==> config.mk <==
export PLATFORM = sky130hd
export DESIGN_NAME = tpg_two_pin_gpio
export DESIGN_NICKNAME = d
export VERILOG_FILES = /design/src/rtl/tpg_pkg.sv /design/src/rtl/tpg_debounce.sv /design/src/rtl/tpg_two_pin_gpio.sv
export SDC_FILE = /design/constraint.sdc
export NUM_CORES = 1
export LEC_CHECK = 0
export BUFFER_PORTS_ARGS = -buffer_cell sky130_fd_sc_hd__buf_2
export CAP_MARGIN = 20
export CORE_ASPECT_RATIO = 0.9
export CORE_UTILIZATION = 35
export CTS_CLUSTER_SIZE = 16
export DETAILED_ROUTE_END_ITERATION = 8
export SLEW_MARGIN = 5
export SYNTH_ARGS = -nofsm -noshare
export SYNTH_HDL_FRONTEND = slang
export SYNTH_SLANG_ARGS = --single-unit
==> constraint.sdc <==
create_clock -name clock -period 2.2 [get_ports clock]
set_input_delay 0.11 -clock clock [delete_from_list [all_inputs] [get_ports clock]]
set_output_delay 0.11 -clock clock [all_outputs]
set_load 0.01 [all_outputs]
==> src/rtl/tpg_pkg.sv <==
// package: register map, field layout, reset values and timing for the two-pin port
package tpg_pkg;
   // ************************************************************
   // register map
   // ************************************************************
   // printed offsets are not multiples of four, so they are indices
   localparam logic [7:0]  PIN0_CONFIG_INDEX = 8'h08;
   localparam logic [7:0]  PIN1_CONFIG_INDEX = 8'h09;
   localparam logic [11:0] PIN0_CONFIG_ADDR  = {2'h0, PIN0_CONFIG_INDEX, 2'h0};
   localparam logic [11:0] PIN1_CONFIG_ADDR  = {2'h0, PIN1_CONFIG_INDEX, 2'h0};
   localparam int          ADDR_W            = 12;

   // ************************************************************
   // field positions
   // ************************************************************
   localparam int DIR_BIT   = 0;
   localparam int INVAL_BIT = 1;
   localparam int DRV_BIT   = 2;
   localparam int OUTV_BIT  = 3;
   localparam int DBEN_BIT  = 4;
   localparam int ALT_BIT   = 5;

   // ************************************************************
   // reset values
   // ************************************************************
   localparam logic RST_DIR  = 1'h1;
   localparam logic RST_DRV  = 1'h0;
   localparam logic RST_OUTV = 1'h0;
   localparam logic RST_DBEN = 1'h0;

   // ************************************************************
   // timing
   // ************************************************************
   localparam int CLOCK_HZ       = 10_000_000;
   localparam int DEBOUNCE_MS    = 30;
   localparam int DEBOUNCE_TICKS = CLOCK_HZ / 1000 * DEBOUNCE_MS;

   // ************************************************************
   // types
   // ************************************************************
   typedef struct packed {
      logic altEnable;
      logic debounceEnable;
      logic outputValue;
      logic driverType;
      logic direction;
   } tpg_pin_cfg_t;

   typedef struct packed {
      logic out;
      logic oe;
   } tpg_pin_drive_t;
endpackage

==> src/rtl/tpg_debounce.sv <==
// debounce filter for one synchronised pin level
module tpg_debounce #(
   parameter int COUNT = tpg_pkg::DEBOUNCE_TICKS
) (
   input  wire logic clock,
   input  wire logic rst,
   input  wire logic enable,
   input  wire logic level,
   output logic      filtered
);
   localparam int CW = $clog2(COUNT + 1);

   logic [CW-1:0] count;
   logic [CW-1:0] next_count;
   logic          next_filtered;

   // ************************************************************
   // filter
   // ************************************************************
   always_comb begin
      next_count    = '0;
      next_filtered = filtered;
      if (!enable) begin
         next_filtered = level;
      end else if (level != filtered) begin
         if (count == CW'(COUNT - 1)) begin
            next_filtered = level;
         end else begin
            next_count = count + CW'(1);
         end
      end
   end

   always_ff @(posedge clock or posedge rst) begin
      if (rst) begin
         count    <= '0;
         filtered <= 1'b0;
      end else begin
         count    <= next_count;
         filtered <= next_filtered;
      end
   end
endmodule

==> src/rtl/tpg_two_pin_gpio.sv <==
// two general-purpose pins with alternate functions, behind an AHB-Lite slave
// What this block does
// - direction bit zero: output, resets to input
// - input value bit shows pin level
// - output value zero drives pin low
// - value one: push-pull high, open-drain released
// - driver type: zero open-drain, one push-pull
// - input direction never drives the pin, except pin 1 with alternate enable set
// - debounce bit adds 30ms filter
// - pin 0 alternate selects channel 0 voltage
// - pin 1 alternate drives channel 2 sequencer
// - alternate enable reset from factory straps
//
// Decided for this implementation: register access over AHB-Lite.
module tpg_two_pin_gpio #(
   parameter int DEBOUNCE_TICKS = tpg_pkg::DEBOUNCE_TICKS
) (
   input  wire logic                  clock,
   input  wire logic                  rst,
   input  wire logic                  hsel,
   input  wire logic [31:0]           haddr,
   input  wire logic [1:0]            htrans,
   input  wire logic                  hwrite,
   input  wire logic [2:0]            hsize,
   input  wire logic [31:0]           hwdata,
   input  wire logic                  hready,
   output logic      [31:0]           hrdata,
   output logic                       hreadyout,
   output logic                       hresp,
   input  wire logic [1:0]            altStrap,
   input  wire logic                  ch2SequencerOut,
   input  wire logic [1:0]            pinIn,
   output logic      [1:0]            pinOut,
   output logic      [1:0]            pinOe,
   output logic                       ch0UseAltVoltage
);
   // ************************************************************
   // state
   // ************************************************************
   tpg_pkg::tpg_pin_cfg_t   cfg [2];
   tpg_pkg::tpg_pin_cfg_t   next_cfg [2];
   tpg_pkg::tpg_pin_drive_t drive [2];
   logic [1:0]              sync1;
   logic [1:0]              sync2;
   logic [1:0]              level;
   logic                    strapDone;
   logic                    next_strapDone;
   logic                    wrPending;
   logic                    next_wrPending;
   logic                    wrPin;
   logic                    next_wrPin;
   logic [31:0]             next_hrdata;
   logic                    ch0Alt;
   logic                    next_ch0Alt;

   logic                    acc;
   logic                    hit0;
   logic                    hit1;

   assign acc       = hsel && hready && htrans[1];
   assign hit0      = haddr[11:0] == tpg_pkg::PIN0_CONFIG_ADDR;
   assign hit1      = haddr[11:0] == tpg_pkg::PIN1_CONFIG_ADDR;
   assign hreadyout = 1'b1;
   assign hresp     = 1'b0;

   // ************************************************************
   // pin input and output paths
   // ************************************************************
   // two-stage synchroniser
   always_ff @(posedge clock or posedge rst) begin
      if (rst) begin
         sync1 <= 2'h0;
         sync2 <= 2'h0;
      end else begin
         sync1 <= pinIn;
         sync2 <= sync1;
      end
   end

   genvar g;
   generate
      for (g = 0; g < 2; g++) begin : g_pin
         tpg_debounce #(
            .COUNT (DEBOUNCE_TICKS)
         ) tpg_debounce_inst (
            .clock    (clock),
            .rst      (rst),
            .enable   (cfg[g].debounceEnable),
            .level    (sync2[g]),
            .filtered (level[g])
         );

         always_comb begin
            drive[g].oe  = 1'b0;
            drive[g].out = 1'b0;
            if (g == 1 && cfg[g].altEnable) begin
               drive[g].oe  = 1'b1;
               drive[g].out = ch2SequencerOut;
            end else if (!cfg[g].direction) begin
               drive[g].oe  = !cfg[g].outputValue || cfg[g].driverType;
               drive[g].out = cfg[g].outputValue;
            end
         end

         assign pinOut[g] = drive[g].out;
         assign pinOe[g]  = drive[g].oe;
      end
   endgenerate

   // ************************************************************
   // registers
   // ************************************************************
   // writes land in the data phase; the strap load waits one edge after reset
   always_comb begin
      next_cfg       = cfg;
      next_strapDone = 1'b1;
      next_wrPending = acc && hwrite && (hit0 || hit1);
      next_wrPin     = hit1;
      next_hrdata    = 32'h0000_0000;
      if (!strapDone) begin
         next_cfg[0].altEnable = altStrap[0];
         next_cfg[1].altEnable = altStrap[1];
      end
      if (wrPending) begin
         next_cfg[wrPin].direction      = hwdata[tpg_pkg::DIR_BIT];
         next_cfg[wrPin].driverType     = hwdata[tpg_pkg::DRV_BIT];
         next_cfg[wrPin].outputValue    = hwdata[tpg_pkg::OUTV_BIT];
         next_cfg[wrPin].debounceEnable = hwdata[tpg_pkg::DBEN_BIT];
         next_cfg[wrPin].altEnable      = hwdata[tpg_pkg::ALT_BIT];
      end
      if (acc && !hwrite && (hit0 || hit1)) begin
         next_hrdata[tpg_pkg::DIR_BIT]  = cfg[hit1].direction;
         next_hrdata[tpg_pkg::INVAL_BIT] = level[hit1];
         next_hrdata[tpg_pkg::DRV_BIT]  = cfg[hit1].driverType;
         next_hrdata[tpg_pkg::OUTV_BIT] = cfg[hit1].outputValue;
         next_hrdata[tpg_pkg::DBEN_BIT] = cfg[hit1].debounceEnable;
         next_hrdata[tpg_pkg::ALT_BIT]  = cfg[hit1].altEnable;
      end
      next_ch0Alt = cfg[0].altEnable && level[0];
   end

   always_ff @(posedge clock or posedge rst) begin
      if (rst) begin
         for (int i = 0; i < 2; i++) begin
            cfg[i].direction      <= tpg_pkg::RST_DIR;
            cfg[i].driverType     <= tpg_pkg::RST_DRV;
            cfg[i].outputValue    <= tpg_pkg::RST_OUTV;
            cfg[i].debounceEnable <= tpg_pkg::RST_DBEN;
            cfg[i].altEnable      <= 1'b0;
         end
         strapDone <= 1'b0;
         wrPending <= 1'b0;
         wrPin     <= 1'b0;
         hrdata    <= 32'h0000_0000;
         ch0Alt    <= 1'b0;
      end else begin
         cfg       <= next_cfg;
         strapDone <= next_strapDone;
         wrPending <= next_wrPending;
         wrPin     <= next_wrPin;
         hrdata    <= next_hrdata;
         ch0Alt    <= next_ch0Alt;
      end
   end

   assign ch0UseAltVoltage = ch0Alt;
endmodule

# After elaboration in Yosys (flattened, before gate mapping)
# Cells that the tools add are included.
dict set report totals {
  elab_cells 94
  out_inout_bits 39
  in_bits 79
  register_bits 64
}
dict set report op_classes {
  add_sub_neg 2
  magnitude_cmp 4
  reduce_logical 16
  eq_ne 10
  mux 39
  bitwise_logic 2
}
# op n
set ops {}
lappend ops {{19-bit 2-to-1 mux} 6}
lappend ops {{10-bit bitwise mux} 5}
lappend ops {{19-bit by 1-bit adder with 19-bit output (second input constant)} 2}
lappend ops {{19-bit == test (second input constant)} 2}
lappend ops {{5-bit demux with 1-bit select} 5}
lappend ops {{12-bit by 6-bit == test with 1-bit output (second input constant)} 2}
lappend ops {{5-bit 2-to-1 mux} 4}
lappend ops {{1-bit 2-to-1 mux} 11}
lappend ops {{10-bit 2-to-1 mux} 1}
lappend ops {{1-bit logical AND} 8}
lappend ops {{2-bit 2-to-1 mux} 4}
lappend ops {{2-bit by 1-bit != test with 1-bit output (second input constant)} 4}
lappend ops {{6-bit 2-to-1 mux} 1}
lappend ops {{2-bit greater-or-equal comparator (second input constant)} 2}
lappend ops {{4-bit 2-to-1 mux} 1}
lappend ops {{1-bit NOT with 2-bit output} 2}
lappend ops {{2-bit AND reduction} 2}
lappend ops {{1-bit logical NOT} 3}
lappend ops {{1-bit logical OR} 3}
lappend ops {{3-bit 2-to-1 mux} 1}
lappend ops {{1-bit by 2-bit less-than comparator with 1-bit output (second input constant)} 1}
lappend ops {{2-bit by 1-bit less-than comparator with 1-bit output (second input constant)} 1}
lappend ops {{1-bit != test} 2}

# Logic depth before layout (Yosys ltp)
# Gate-level depths: netlist of run 1.
dict set report logic_depth {
  ltp_word 11
  depth_mapped 7
  depth_no_buf 5
}

# Cells and area by module
# Synthesis of run 1 repeated with hierarchy kept, for this count alone.
dict set report unflattened {
  cells_unflattened 312
  hier_area_um2 3279.4
}
# mod n_inst area_per_inst_um2 cells_per_inst seq_area_each_um2
set by_module_without_submodules {}
lappend by_module_without_submodules {tpg_debounce 2 1042.2 104 500.5}
lappend by_module_without_submodules {tpg_two_pin_gpio 1 1194.9 104 603.1}

# Worst setup path after synthesis of run 1
# Ideal clock, no wire load.
dict set report synth_path {
  path_kind {flip-flop to flip-flop}
  startpoint {reg g_pin[0].tpg_debounce_inst.count[0]}
  endpoint {reg g_pin[0].tpg_debounce_inst.count[18]}
  path_stages_with_launch 7
  synth_period_minus_slack_ns 1.567
  n_path_buf 1
  arrival_time_ns 1.488
  slack_ns 0.633
  t_required_ns 2.121
  path_cell_list {dfrtp_1 > ha_1 > and4_1 > buf_2 > nand3_1 > or4_1 > a21oi_1}
}
dict set report synth_via {
  elab_chain_len 4
  elab_cells_between_ends 5
  classes_between {add/sub: 1; eq/ne: 1; mux: 3}
}
# element line
set synth_rtl {}
lappend synth_rtl {{start, declared} tpg_debounce.sv:13} ;# logic [CW-1:0] count;
lappend synth_rtl {{start signal, assigned} tpg_debounce.sv:39} ;# count <= next_count;
lappend synth_rtl {{19-bit by 1-bit adder with 19-bit output / 19-bit == test (equally long branches)} {tpg_debounce.sv:29, tpg_debounce.sv:26}}
lappend synth_rtl {{19-bit 2-to-1 mux *} tpg_debounce.sv:26} ;# if (count == CW'(COUNT - 1)) begin
lappend synth_rtl {{19-bit 2-to-1 mux *} tpg_debounce.sv:25} ;# end else if (level != filtered) begin
lappend synth_rtl {{19-bit 2-to-1 mux *} tpg_debounce.sv:23} ;# if (!enable) begin
lappend synth_rtl {{net g_pin[0].tpg_debounce_inst.next_count[18]} tpg_debounce.sv:14} ;# logic [CW-1:0] next_count;
# Mark *: on every way through the listed nets, which the timed path passes. The rest lies on a longest branch.
# A chain may end at the register's enable or synchronous reset.

# Final worst setup path of run 1
dict set report layout_path {
  startpoint {reg g_pin[1].tpg_debounce_inst.count[0]}
  endpoint {reg g_pin[1].tpg_debounce_inst.count[18]}
}
dict set report layout_via {
  elab_chain_len 4
  elab_cells_between_ends 5
  classes_between {add/sub: 1; eq/ne: 1; mux: 3}
}
# element line
set layout_rtl {}
lappend layout_rtl {{start, declared} tpg_debounce.sv:13}
lappend layout_rtl {{start signal, assigned} tpg_debounce.sv:39}
lappend layout_rtl {{19-bit by 1-bit adder with 19-bit output / 19-bit == test (equally long branches)} {tpg_debounce.sv:29, tpg_debounce.sv:26}}
lappend layout_rtl {{19-bit 2-to-1 mux *} tpg_debounce.sv:26}
lappend layout_rtl {{19-bit 2-to-1 mux *} tpg_debounce.sv:25}
lappend layout_rtl {{19-bit 2-to-1 mux *} tpg_debounce.sv:23}
lappend layout_rtl {{net g_pin[1].tpg_debounce_inst.next_count[18]} tpg_debounce.sv:14}
# Marks and branches as above.

==> flow_metrics.py, run 1 <==
metrics = {
    "run_status": {
        "status": "complete, no violations",
    },
    "synth": {
        "ys_seq_area_frac": 0.5053,
        "ys.flop_type": "dfrtp_1",
        "synthesis.area_um2": 3174,
        "ys_async_sr_fraction": 1.000,
        "syn_inst": 307,
        "synth_edf_count": 0,
        "yosysWarningCount": 0,
        "avgSynthCellArea_um2": 10.34,
        "yosysUniqueCellTypes": 37,
        "synth-seq-cells": 64,
    },
    "placement": {
        "gp_congestion": 0.7345,
        "placed_cells": 458,
        "pre_cts_slack_ns": 0.4378,
        "hpwl_mm": 3.839,
        "port_buffers": 38,
    },
    "timing": {
        "drv_slew": 0,
        "fmax_ghz": 0.5673,
        "rsz0062_at_grt": "false",
        "hold_viol": 0,
        "slew_headroom": 0.6235,
        "setup_tns_ns": 0,
        "setup_viol": 0,
        "tightest_slew_ns": 0.5635,
        "setup_ws_ns": 0.4372,
        "layout_min_cycle_time_ns": 1.763,
        "fin_skew_ns": 0.007612,
        "timing.final.crit_share": 0.8013,
    },
    "drt": {
        "antenna_left": 0,
        "routedWlPerCell_um": 11.70,
        "drc": 0,
        "drt_iter0_markers": 97,
        "viasPerCell": 4.741,
        "firstDrtPassIters": 4,
        "num_vias": 2285,
        "finalWirelength_mm": 5.638,
    },
    "global_route": {
        "grt_pass1_vias": 2120,
        "grt_pass1_wl_mm": 9.342,
        "grt-ovfl-total": 0,
        "antenna_found_initial": 0,
        "grt_usage": 0.1300,
        "grt_max_degree": 65,
    },
    "finish": {
        "final_cell_mix": "62 x dfrtp_1, 38 x buf_2, 37 x nor2_1, 29 x conb_1, 19 x xor2_1",
        "final_util": 0.4240,
        "fin_nets": 439,
        "final-seq-area_um2": 1604,
        "finalNonFillerCells": 482,
        "multi_input_area_um2": 1381,
        "final_common_cell": "dfrtp_1",
        "area_delta_synth_final_pct": 16.04,
        "final.fill_count": 868,
        "antennaDiodeCount": 0,
        "drive_above_1_share": 0.2039,
    },
    "floorplanning": {
        "die_h_um": 92.35,
        "core_area_um2": 8688,
        "die_area_um2": 9455,
        "ios": 118,
        "fp-row-count": 32,
        "die_x_um": 102.4,
        "start_util": 0.3654,
    },
    "clock_network": {
        "clock_latency_ns": 0.35,
        "clockBufferDepth": 2,
        "h-tree-depth": 3,
        "clock-sinks": 64,
        "cts-root-buf": "clkbuf_8",
        "cts_buffers": 9,
        "cts_tree": "done",
        "clkSlewWorstSetupHoldPaths_ns": 0.08,
    },
    "pwr": {
        "leakage_nw": 1.679,
        "p_clk_frac": 0.434,
        "powerDensity_nw_per_um2": 648.9,
        "power_w": 0.002390,
        "vdd_ir_drop_max_uv": 307.8,
        "p_sw_w": 0.0005577,
        "intPower_w": 0.001833,
        "switching_share": 0.2333,
        "power_frac_comb": 0.058,
        "seqPwrFrac": 0.508,
    },
    "setup_path": {
        "reg2reg_depth": 5,
        "crit_path_start_kind": "flop",
        "endpoint_kind": "flop",
        "worstPathRequired_ns": 2.47,
        "r2r_end": "g_pin[1].tpg_debounce_inst.count[18]",
        "critical_path_class": "reg -> reg",
        "worst-path-max-fanout": 5,
        "arrival_ns": 2.03,
        "r2r-start": "g_pin[1].tpg_debounce_inst.count[0]",
        "regToRegSetupSlack_ns": 0.44,
    },
    "min_path": {
        "worstHoldPathCells": 2,
        "worstHoldPathType": "in -> reg",
        "min_from": "hwdata[3]",
    },
    "job": {
        "cap_violations": 0,
    },
}
[Yosys cell counts, types with 8 or more instances]
library cell / number / area (um^2)
dfrtp_1: 62 / 1551
nor2_1: 37 / 138.9
buf_4: 30 / 225.2
xor2_1: 19 / 166.4
nand4_1: 17 / 106.4
nand2_1: 16 / 60.06
a21oi_1: 12 / 60.06
o21ai_0: 12 / 60.06
inv_1: 10 / 37.54
mux2_2: 9 / 101.4
nand3_1: 9 / 45.04
mux2i_1: 8 / 80.08
[per-stage QoR]
step	instance area (um^2)	hold WS, ns
after floorplan	3276	0.1414
after global placement	3397	0.2065
after detailed placement	3397	0.2072
after CTS	3684	0.0008614
after global routing	3684	0.007041
final	3684	0.01256
[critical path, cell delays in order, from the launching register on]
cell and delay [ns]:
dfrtp_1 0.41, ha_1 0.22, and4_1 0.31, nand3_1 0.18
or4_1 0.42, a21oi_1 0.16
[what timing repair did]
item	CTS	global route
hold buffers	8	0
gates resized for setup	0	0
hold endpoints to repair	70	0
setup buffers	0	0
[area by class of cell]
type	instances	share of cell area
Tap cell	119	0.04042
Inverter	10	0.01019
Clock buffer	11	0.04110
Timing Repair Buffer	49	0.08288
Clock inverter	5	0.01495
Multi-Input combinational cell	224	0.3750
Sequential cell	64	0.4355
[routing by layer]
layer  global-route usage  part of all wire  vias to the layer above
li1                     -                 -                     1113
met1               0.1553              0.46                     1106
met2               0.2092              0.47                       56
met3              0.03925             0.045                       10
met4              0.06905             0.020                        0
met5                    0                 0                        -
[kinds of logic after synthesis]
| group | synth area share |
|---|---|
| simple gates | 0.2085 |
| flops | 0.5053 |
| buf+inv | 0.09145 |
| compound gates | 0.05558 |
| xor+xnor | 0.07174 |
| mux | 0.05716 |
| fa+ha+maj | 0.007882 |
| other cells | 0.002366 |
[how the worst max path moves through the flow]
stage | slack, ns | cells past startpoint | from | endpoint
after floorplan | 0.50 | 1 | rst | asynchronous set/reset pin
after global placement | 0.48 | 5 | g_pin[1].tpg_debounce_inst.count[0] | g_pin[1].tpg_debounce_inst.count[18]
after detailed placement | 0.44 | 5 | g_pin[1].tpg_debounce_inst.count[0] | g_pin[1].tpg_debounce_inst.count[18]
after CTS | 0.42 | 5 | g_pin[1].tpg_debounce_inst.count[0] | g_pin[1].tpg_debounce_inst.count[18]
after global routing | 0.29 | 5 | g_pin[1].tpg_debounce_inst.count[0] | g_pin[1].tpg_debounce_inst.count[18]
final | 0.44 | 5 | g_pin[1].tpg_debounce_inst.count[0] | g_pin[1].tpg_debounce_inst.count[18]
[power by group through the flow]
stage          sequential, W  combinational [W]  clock, W
2_1_floorplan        0.00123           0.000117         0
3_3_place_gp         0.00124           0.000131         0
3_5_place_dp         0.00124           0.000132         0
4_1_cts              0.00121           0.000142   0.00107
5_1_grt              0.00122           0.000157   0.00111
6_report             0.00121           0.000139   0.00104
No activity file was read; power rests on OpenSTA's default activity.
==> run 2: changes to the inputs <==
clock period = 1.72 ns   (was 2.2 ns; I/O delays follow)
==> run 2 against run 1 <==
Net effect: maximum frequency increased by 5.5%; sequential power increased by 28%; count of clock-buffer cells in the layout decreased by 2; critical endpoint unchanged; register-to-register slack got worse by 0.39 ns; combinational power increased by 37%; via count increased by 1.4%; clock power increased by 38%; final cell count increased by 3.7%; first-iteration DRC count increased by 6.2%; sequential share of layout area decreased by 2.1 points; routed wire length increased by 5.9%; die area unchanged.
==> flow_metrics.py, run 2 (same netlist as run 1, synthesis figures left out) <==
metrics = {
    "timing": {
        "timing.final.crit_share": 0.9716,
        "drv_slew": 0,
        "rsz0062_at_grt": "false",
        "hold_viol": 0,
        "whs_ns": 0.04210,
        "setup_tns_ns": 0,
        "fmax_ghz": 0.5984,
        "fin_skew_ns": 0.007087,
        "setup_viol": 0,
        "layout_min_cycle_time_ns": 1.671,
    },
    "global_route": {
        "grt_usage": 0.1430,
        "grt-ovfl-total": 0,
        "grt_max_degree": 65,
        "grt_pass1_vias": 2244,
        "antenna_found_initial": 0,
        "grt_pass1_wl_mm": 10.44,
    },
    "drt": {
        "drt_iter0_markers": 103,
        "firstDrtPassIters": 4,
        "antenna_left": 0,
        "num_vias": 2316,
        "drc": 0,
        "viasPerCell": 4.632,
        "finalWirelength_mm": 5.969,
        "routedWlPerCell_um": 11.94,
    },
    "pwr": {
        "leakage_nw": 1.780,
        "vdd_ir_drop_max_uv": 510.6,
        "powerDensity_nw_per_um2": 819.4,
    },
    "min_path": {
        "worstHoldPathType": "in -> reg",
    },
    "setup_path": {
        "cpMaxStageDelayCell": "or4_1",
        "critical_path_class": "reg -> reg",
        "arrival_ns": 1.94,
        "slowest_delay_ns": 0.43,
        "worstPathRequired_ns": 1.99,
        "worst-path-max-fanout": 4,
        "path_cells": "ha_2, and4_2, nand3_1, or4_1, a21oi_2",
        "endpoint_kind": "flop",
        "crit_path_start_kind": "flop",
    },
    "finish": {
        "finalNonFillerCells": 500,
        "final_cell_mix": "62 x dfrtp_1, 38 x buf_2, 37 x nor2_1, 29 x conb_1, 19 x xor2_1",
        "area_delta_synth_final_pct": 21.80,
        "final_common_cell": "dfrtp_1",
        "drive_above_1_share": 0.2520,
        "final_util": 0.4450,
        "fin_nets": 457,
        "antennaDiodeCount": 0,
    },
    "clock_network": {
        "cts-root-buf": "clkbuf_8",
        "cts_buffers": 9,
        "clkSlewWorstSetupHoldPaths_ns": 0.07,
        "clockBufferDepth": 2,
        "clock-sinks": 64,
        "cts_setup_buffers": 0,
        "h-tree-depth": 3,
        "clock_latency_ns": 0.34,
        "cts_tree": "done",
    },
    "floorplanning": {
        "die_h_um": 92.35,
        "fp-row-count": 32,
        "ios": 118,
        "die_x_um": 102.4,
        "die_area_um2": 9455,
        "start_util": 0.3654,
        "core_area_um2": 8688,
    },
    "run_status": {
        "status": "complete, no violations",
    },
    "job": {
        "cap_violations": 0,
    },
    "placement": {
        "placed_cells": 474,
        "gp_congestion": 0.7687,
        "port_buffers": 38,
        "hpwl_mm": 4.052,
    },
}
-- run 2: cell types whose count changed in the layout (fill, tap and decap cells not counted), moves of 2 or more --
cell           change
buf_4             +15
clkbuf_8           -2
dlygate4sd3_1      +2
ha_1               -2
ha_2               +2
o21ai_0            -2
o21ai_1            +2
-- run 2: layer usage --
layer / track usage / wire length, um / up-vias
met2: 0.2159 / 2704 / 53
met3: 0.03698 / 204 / 8
met4: 0.05357 / 98 / 0
li1: - / - / 1148
met1: 0.1965 / 2962 / 1107
met5: 0 / 0 / -
-- run 2: power breakdown --
group | switching (W) | internal (W) | leakage [nW]
clock network | 0.000608 | 0.000818 | 0.110
logic | 0.000111 | 0.0000800 | 0.818
registers | 0.0000203 | 0.00153 | 0.852
-- run 2: timing repair --
item | 4_1_cts | 5_1_grt
endpoints found under the setup margin | 0 | 5
hold buffers | 10 | 0
hold endpoints to repair | 73 | 0
resized for setup | 0 | 8
-- run 2: path summary, 6_finish.rpt --
kind | from | end | slack [ns] | cells after the start
min in group asynchronous | rst | g_pin[1].tpg_debounce_inst.count[16] | 0.34 | 4
worst min register to register | sync1[1] | sync2[1] | 0.35 | 0
worst min-delay path | altStrap[0] | cfg[9] | 0.04 | 3
worst max-delay path | g_pin[1].tpg_debounce_inst.count[1] | g_pin[1].tpg_debounce_inst.count[18] | 0.05 | 5
worst max register to register | g_pin[1].tpg_debounce_inst.count[1] | g_pin[1].tpg_debounce_inst.count[18] | 0.05 | 5
max in group asynchronous | rst | asynchronous set/reset pin | 1.05 | 4
-- run 2: layout make-up --
| class | count | area, um^2 |
|---|---|---|
| inverter | 10 | 37.54 |
| clock inverter | 7 | 95.09 |
| tap | 119 | 148.9 |
| multi-input combinational | 224 | 1399 |
| sequential | 64 | 1604 |
| fill | 845 | 4822 |
| timing repair buffer | 67 | 457.9 |
| clock buffer | 9 | 123.9 |
-- run 2: through the flow --
stage / worst slack (ns) / total power (W) / instance area, um^2
finish: 0.04881 / 0.003168 / 3866
global route: 0.01463 / 0.003304 / 3866
CTS: 0.04764 / 0.003212 / 3849
detailed placement: 0.06765 / 0.001758 / 3530
global placement: 0.09967 / 0.001755 / 3530
floorplan: 0.03921 / 0.001726 / 3276
-- run 2: critical path, delay by kind of cell, from the launching register on --
| family | cells | cell delay [ns] |
|---|---|---|
| and+or+nand+nor | 3 | 0.81 |
| DFF | 1 | 0.40 |
| adders and majority gates | 1 | 0.22 |
| AOI/OAI and AO/OA | 1 | 0.16 |
==> run 3: changes to the inputs <==
BUFFER_PORTS_ARGS = not set   (was -buffer_cell sky130_fd_sc_hd__buf_2)
DONT_BUFFER_PORTS = 1   (was not set)
PLACE_DENSITY = 0.54   (was not set)
SYNTH_HIERARCHICAL = 1   (was not set)
==> run 3 against run 2 <==
Net effect: via count decreased by 5.0%; area after synthesis increased by 3.3%; flip-flop and latch count unchanged; largest cell class unchanged.
==> flow_metrics.py, run 3 <==
metrics = {
    "run_status": {
        "status": "complete, no violations",
    },
    "synth": {
        "synth_edf_count": 0,
        "avgSynthCellArea_um2": 10.51,
        "yosys.cell_count.top_type": "dfrtp_1",
        "ys_seq_area_frac": 0.4891,
        "yosys-top-cells-area": "dfrtp_1 47%, buf_4 6.4%, nor2_1 4.3%",
        "yosys.area.top_type": "dfrtp_1",
        "synth_top_area_frac": 0.4731,
        "ys.flop_type": "dfrtp_1",
        "yosysUniqueCellTypes": 41,
        "yosysWarningCount": 6,
        "synth-seq-cells": 64,
        "synthesis.area_um2": 3279,
        "yosys-top-cells-count": "62 x dfrtp_1, 38 x nor2_1, 28 x buf_4",
        "syn_inst": 312,
        "ys_async_sr_fraction": 1.000,
    },
    "clock_network": {
        "cts_buffers": 9,
        "cts_setup_buffers": 0,
        "cts-root-buf": "clkbuf_8",
        "clock-sinks": 64,
        "clockBufferDepth": 2,
        "cts_tree": "done",
        "clock_latency_ns": 0.35,
        "clkSlewWorstSetupHoldPaths_ns": 0.08,
        "h-tree-depth": 3,
    },
    "placement": {
        "gp_congestion": 0.7779,
        "hpwl_mm": 4.292,
        "port_buffers": 0,
        "place_area_um2": 3440,
        "pre_cts_slack_ns": 0.04028,
    },
    "timing": {
        "slew_headroom": 0.4741,
        "setup_ws_ns": 0.08420,
        "layout_min_cycle_time_ns": 1.636,
        "setup_viol": 0,
        "fmax_ghz": 0.6113,
        "fin_skew_ns": 0.01498,
        "setup_tns_ns": 0,
        "rsz0062_at_grt": "false",
        "hold_viol": 0,
        "timing.final.crit_share": 0.9510,
        "drv_slew": 0,
        "tightest_slew_ns": 0.7879,
    },
    "drt": {
        "drc": 0,
        "viasPerCell": 4.634,
        "routedWlPerCell_um": 12.40,
        "drt_iter0_markers": 88,
        "firstDrtPassIters": 4,
        "finalWirelength_mm": 5.888,
        "num_vias": 2201,
        "antenna_left": 0,
    },
    "min_path": {
        "hold_end": "wrPin",
        "min_from": "haddr[2]",
        "worstHoldPathCells": 2,
        "worstHoldPathType": "in -> reg",
    },
    "pwr": {
        "power_w": 0.003252,
        "leakage_nw": 1.659,
        "vdd_ir_drop_max_uv": 307.8,
        "powerDensity_nw_per_um2": 856.2,
    },
    "global_route": {
        "grt_pass1_wl_mm": 10.14,
        "top_usage_layer": "met2",
        "grt-ovfl-total": 0,
        "grt_pass1_vias": 2179,
        "use_met3": 0.03745,
        "antenna_found_initial": 0,
        "grt_max_degree": 25,
        "use_met2": 0.2122,
        "grt_usage": 0.1338,
        "use_met1": 0.1705,
    },
    "setup_path": {
        "reg2reg_depth": 5,
        "worstPathRequired_ns": 2.00,
        "crit_path_start": "g_pin[0].tpg_debounce_inst/count[1]",
        "endpoint_kind": "flop",
        "crit_path_start_kind": "flop",
        "regToRegSetupSlack_ns": 0.08,
        "r2r-start": "g_pin[0].tpg_debounce_inst/count[1]",
        "critical_path_class": "reg -> reg",
        "arrival_ns": 1.92,
        "worst-path-max-fanout": 8,
        "r2r_end": "g_pin[0].tpg_debounce_inst/count[18]",
    },
    "finish": {
        "final_common_cell": "dfrtp_1",
        "final_area_um2": 3799,
        "final_cell_mix": "62 x dfrtp_1, 38 x nor2_1, 29 x conb_1, 17 x buf_4, 16 x xnor2_1",
        "drive_above_1_share": 0.1926,
        "antennaDiodeCount": 0,
        "final_util": 0.4182,
        "area_delta_synth_final_pct": 15.83,
        "fin_nets": 429,
    },
    "floorplanning": {
        "fp-row-count": 33,
        "die_x_um": 104.0,
        "start_util": 0.3610,
        "die_area_um2": 9762,
        "ios": 118,
        "die_h_um": 93.83,
        "core_area_um2": 9084,
    },
    "job": {
        "cap_violations": 0,
    },
}
[run 3: through the flow]
| stage | instances | hold WS (ns) |
|---|---|---|
| final | 475 | 0.03293 |
| after global routing | 475 | 0.05208 |
| after CTS | 475 | 0.03341 |
| after detailed placement | 447 | 0.04223 |
| after global placement | 447 | 0.04313 |
| after floorplan | 339 | 0.04983 |
[run 3: cells by family (layout without fill, tap and decap cells)]
family,Yosys count,count (layout),share of synthesized area
and+or+nand+nor,125,125,0.2259
DFF,64,64,0.4891
buffers and inverters,44,58,0.08737
AOI/OAI and AO/OA,33,33,0.06486
xor gates and xnor gates,24,24,0.06410
muxes,18,18,0.05876
adders and majority gates,2,2,0.007629
other,2,29,0.002290
[run 3: report_power, final]
part           switching (W)  total (W)  internal [W]
Combinational       0.000132   0.000220     0.0000883
Clock               0.000628    0.00146      0.000830
Sequential         0.0000316    0.00157       0.00154
Total               0.000792    0.00325       0.00246
[run 3: critical path, cell delays in order (launching register included)]
cell and delay (ns):
dfrtp_1 0.39, ha_1 0.18, and3_2 0.25, nand4_4 0.16, or4_4 0.45, a21oi_2 0.15
[run 3: worst max path at each step]
stage,endpoint,cells after the start
after floorplan,g_pin[0].tpg_debounce_inst/filtered,5
final,g_pin[0].tpg_debounce_inst/count[18],5
after global placement,g_pin[0].tpg_debounce_inst/filtered,5
after global routing,g_pin[0].tpg_debounce_inst/filtered,5
after CTS,g_pin[0].tpg_debounce_inst/filtered,5
after detailed placement,g_pin[0].tpg_debounce_inst/filtered,5
[run 3: metal layers]
metal | share of wire | vias up
met4 | 0.011 | 0
met2 | 0.45 | 62
li1 | - | 1100
met5 | 0 | -
met1 | 0.50 | 1030
met3 | 0.047 | 9
[run 3: area by class of cell]
| type | count | area, um^2 |
|---|---|---|
| fill | 867 | 5285 |
| sequential | 64 | 1604 |
| multi-input combinational | 231 | 1503 |
| timing repair buffer | 30 | 267.8 |
| tap | 122 | 152.6 |
| clock buffer | 9 | 123.9 |
| clock inverter | 7 | 102.6 |
| inverter | 12 | 45.04 |
[run 3: timing repair]
item / 4_1_cts / 5_1_grt
hold buffers: 12 / 0
resized for setup: 0 / 3
endpoints found under the hold margin: 77 / 0
endpoints found under the setup margin: 0 / 16
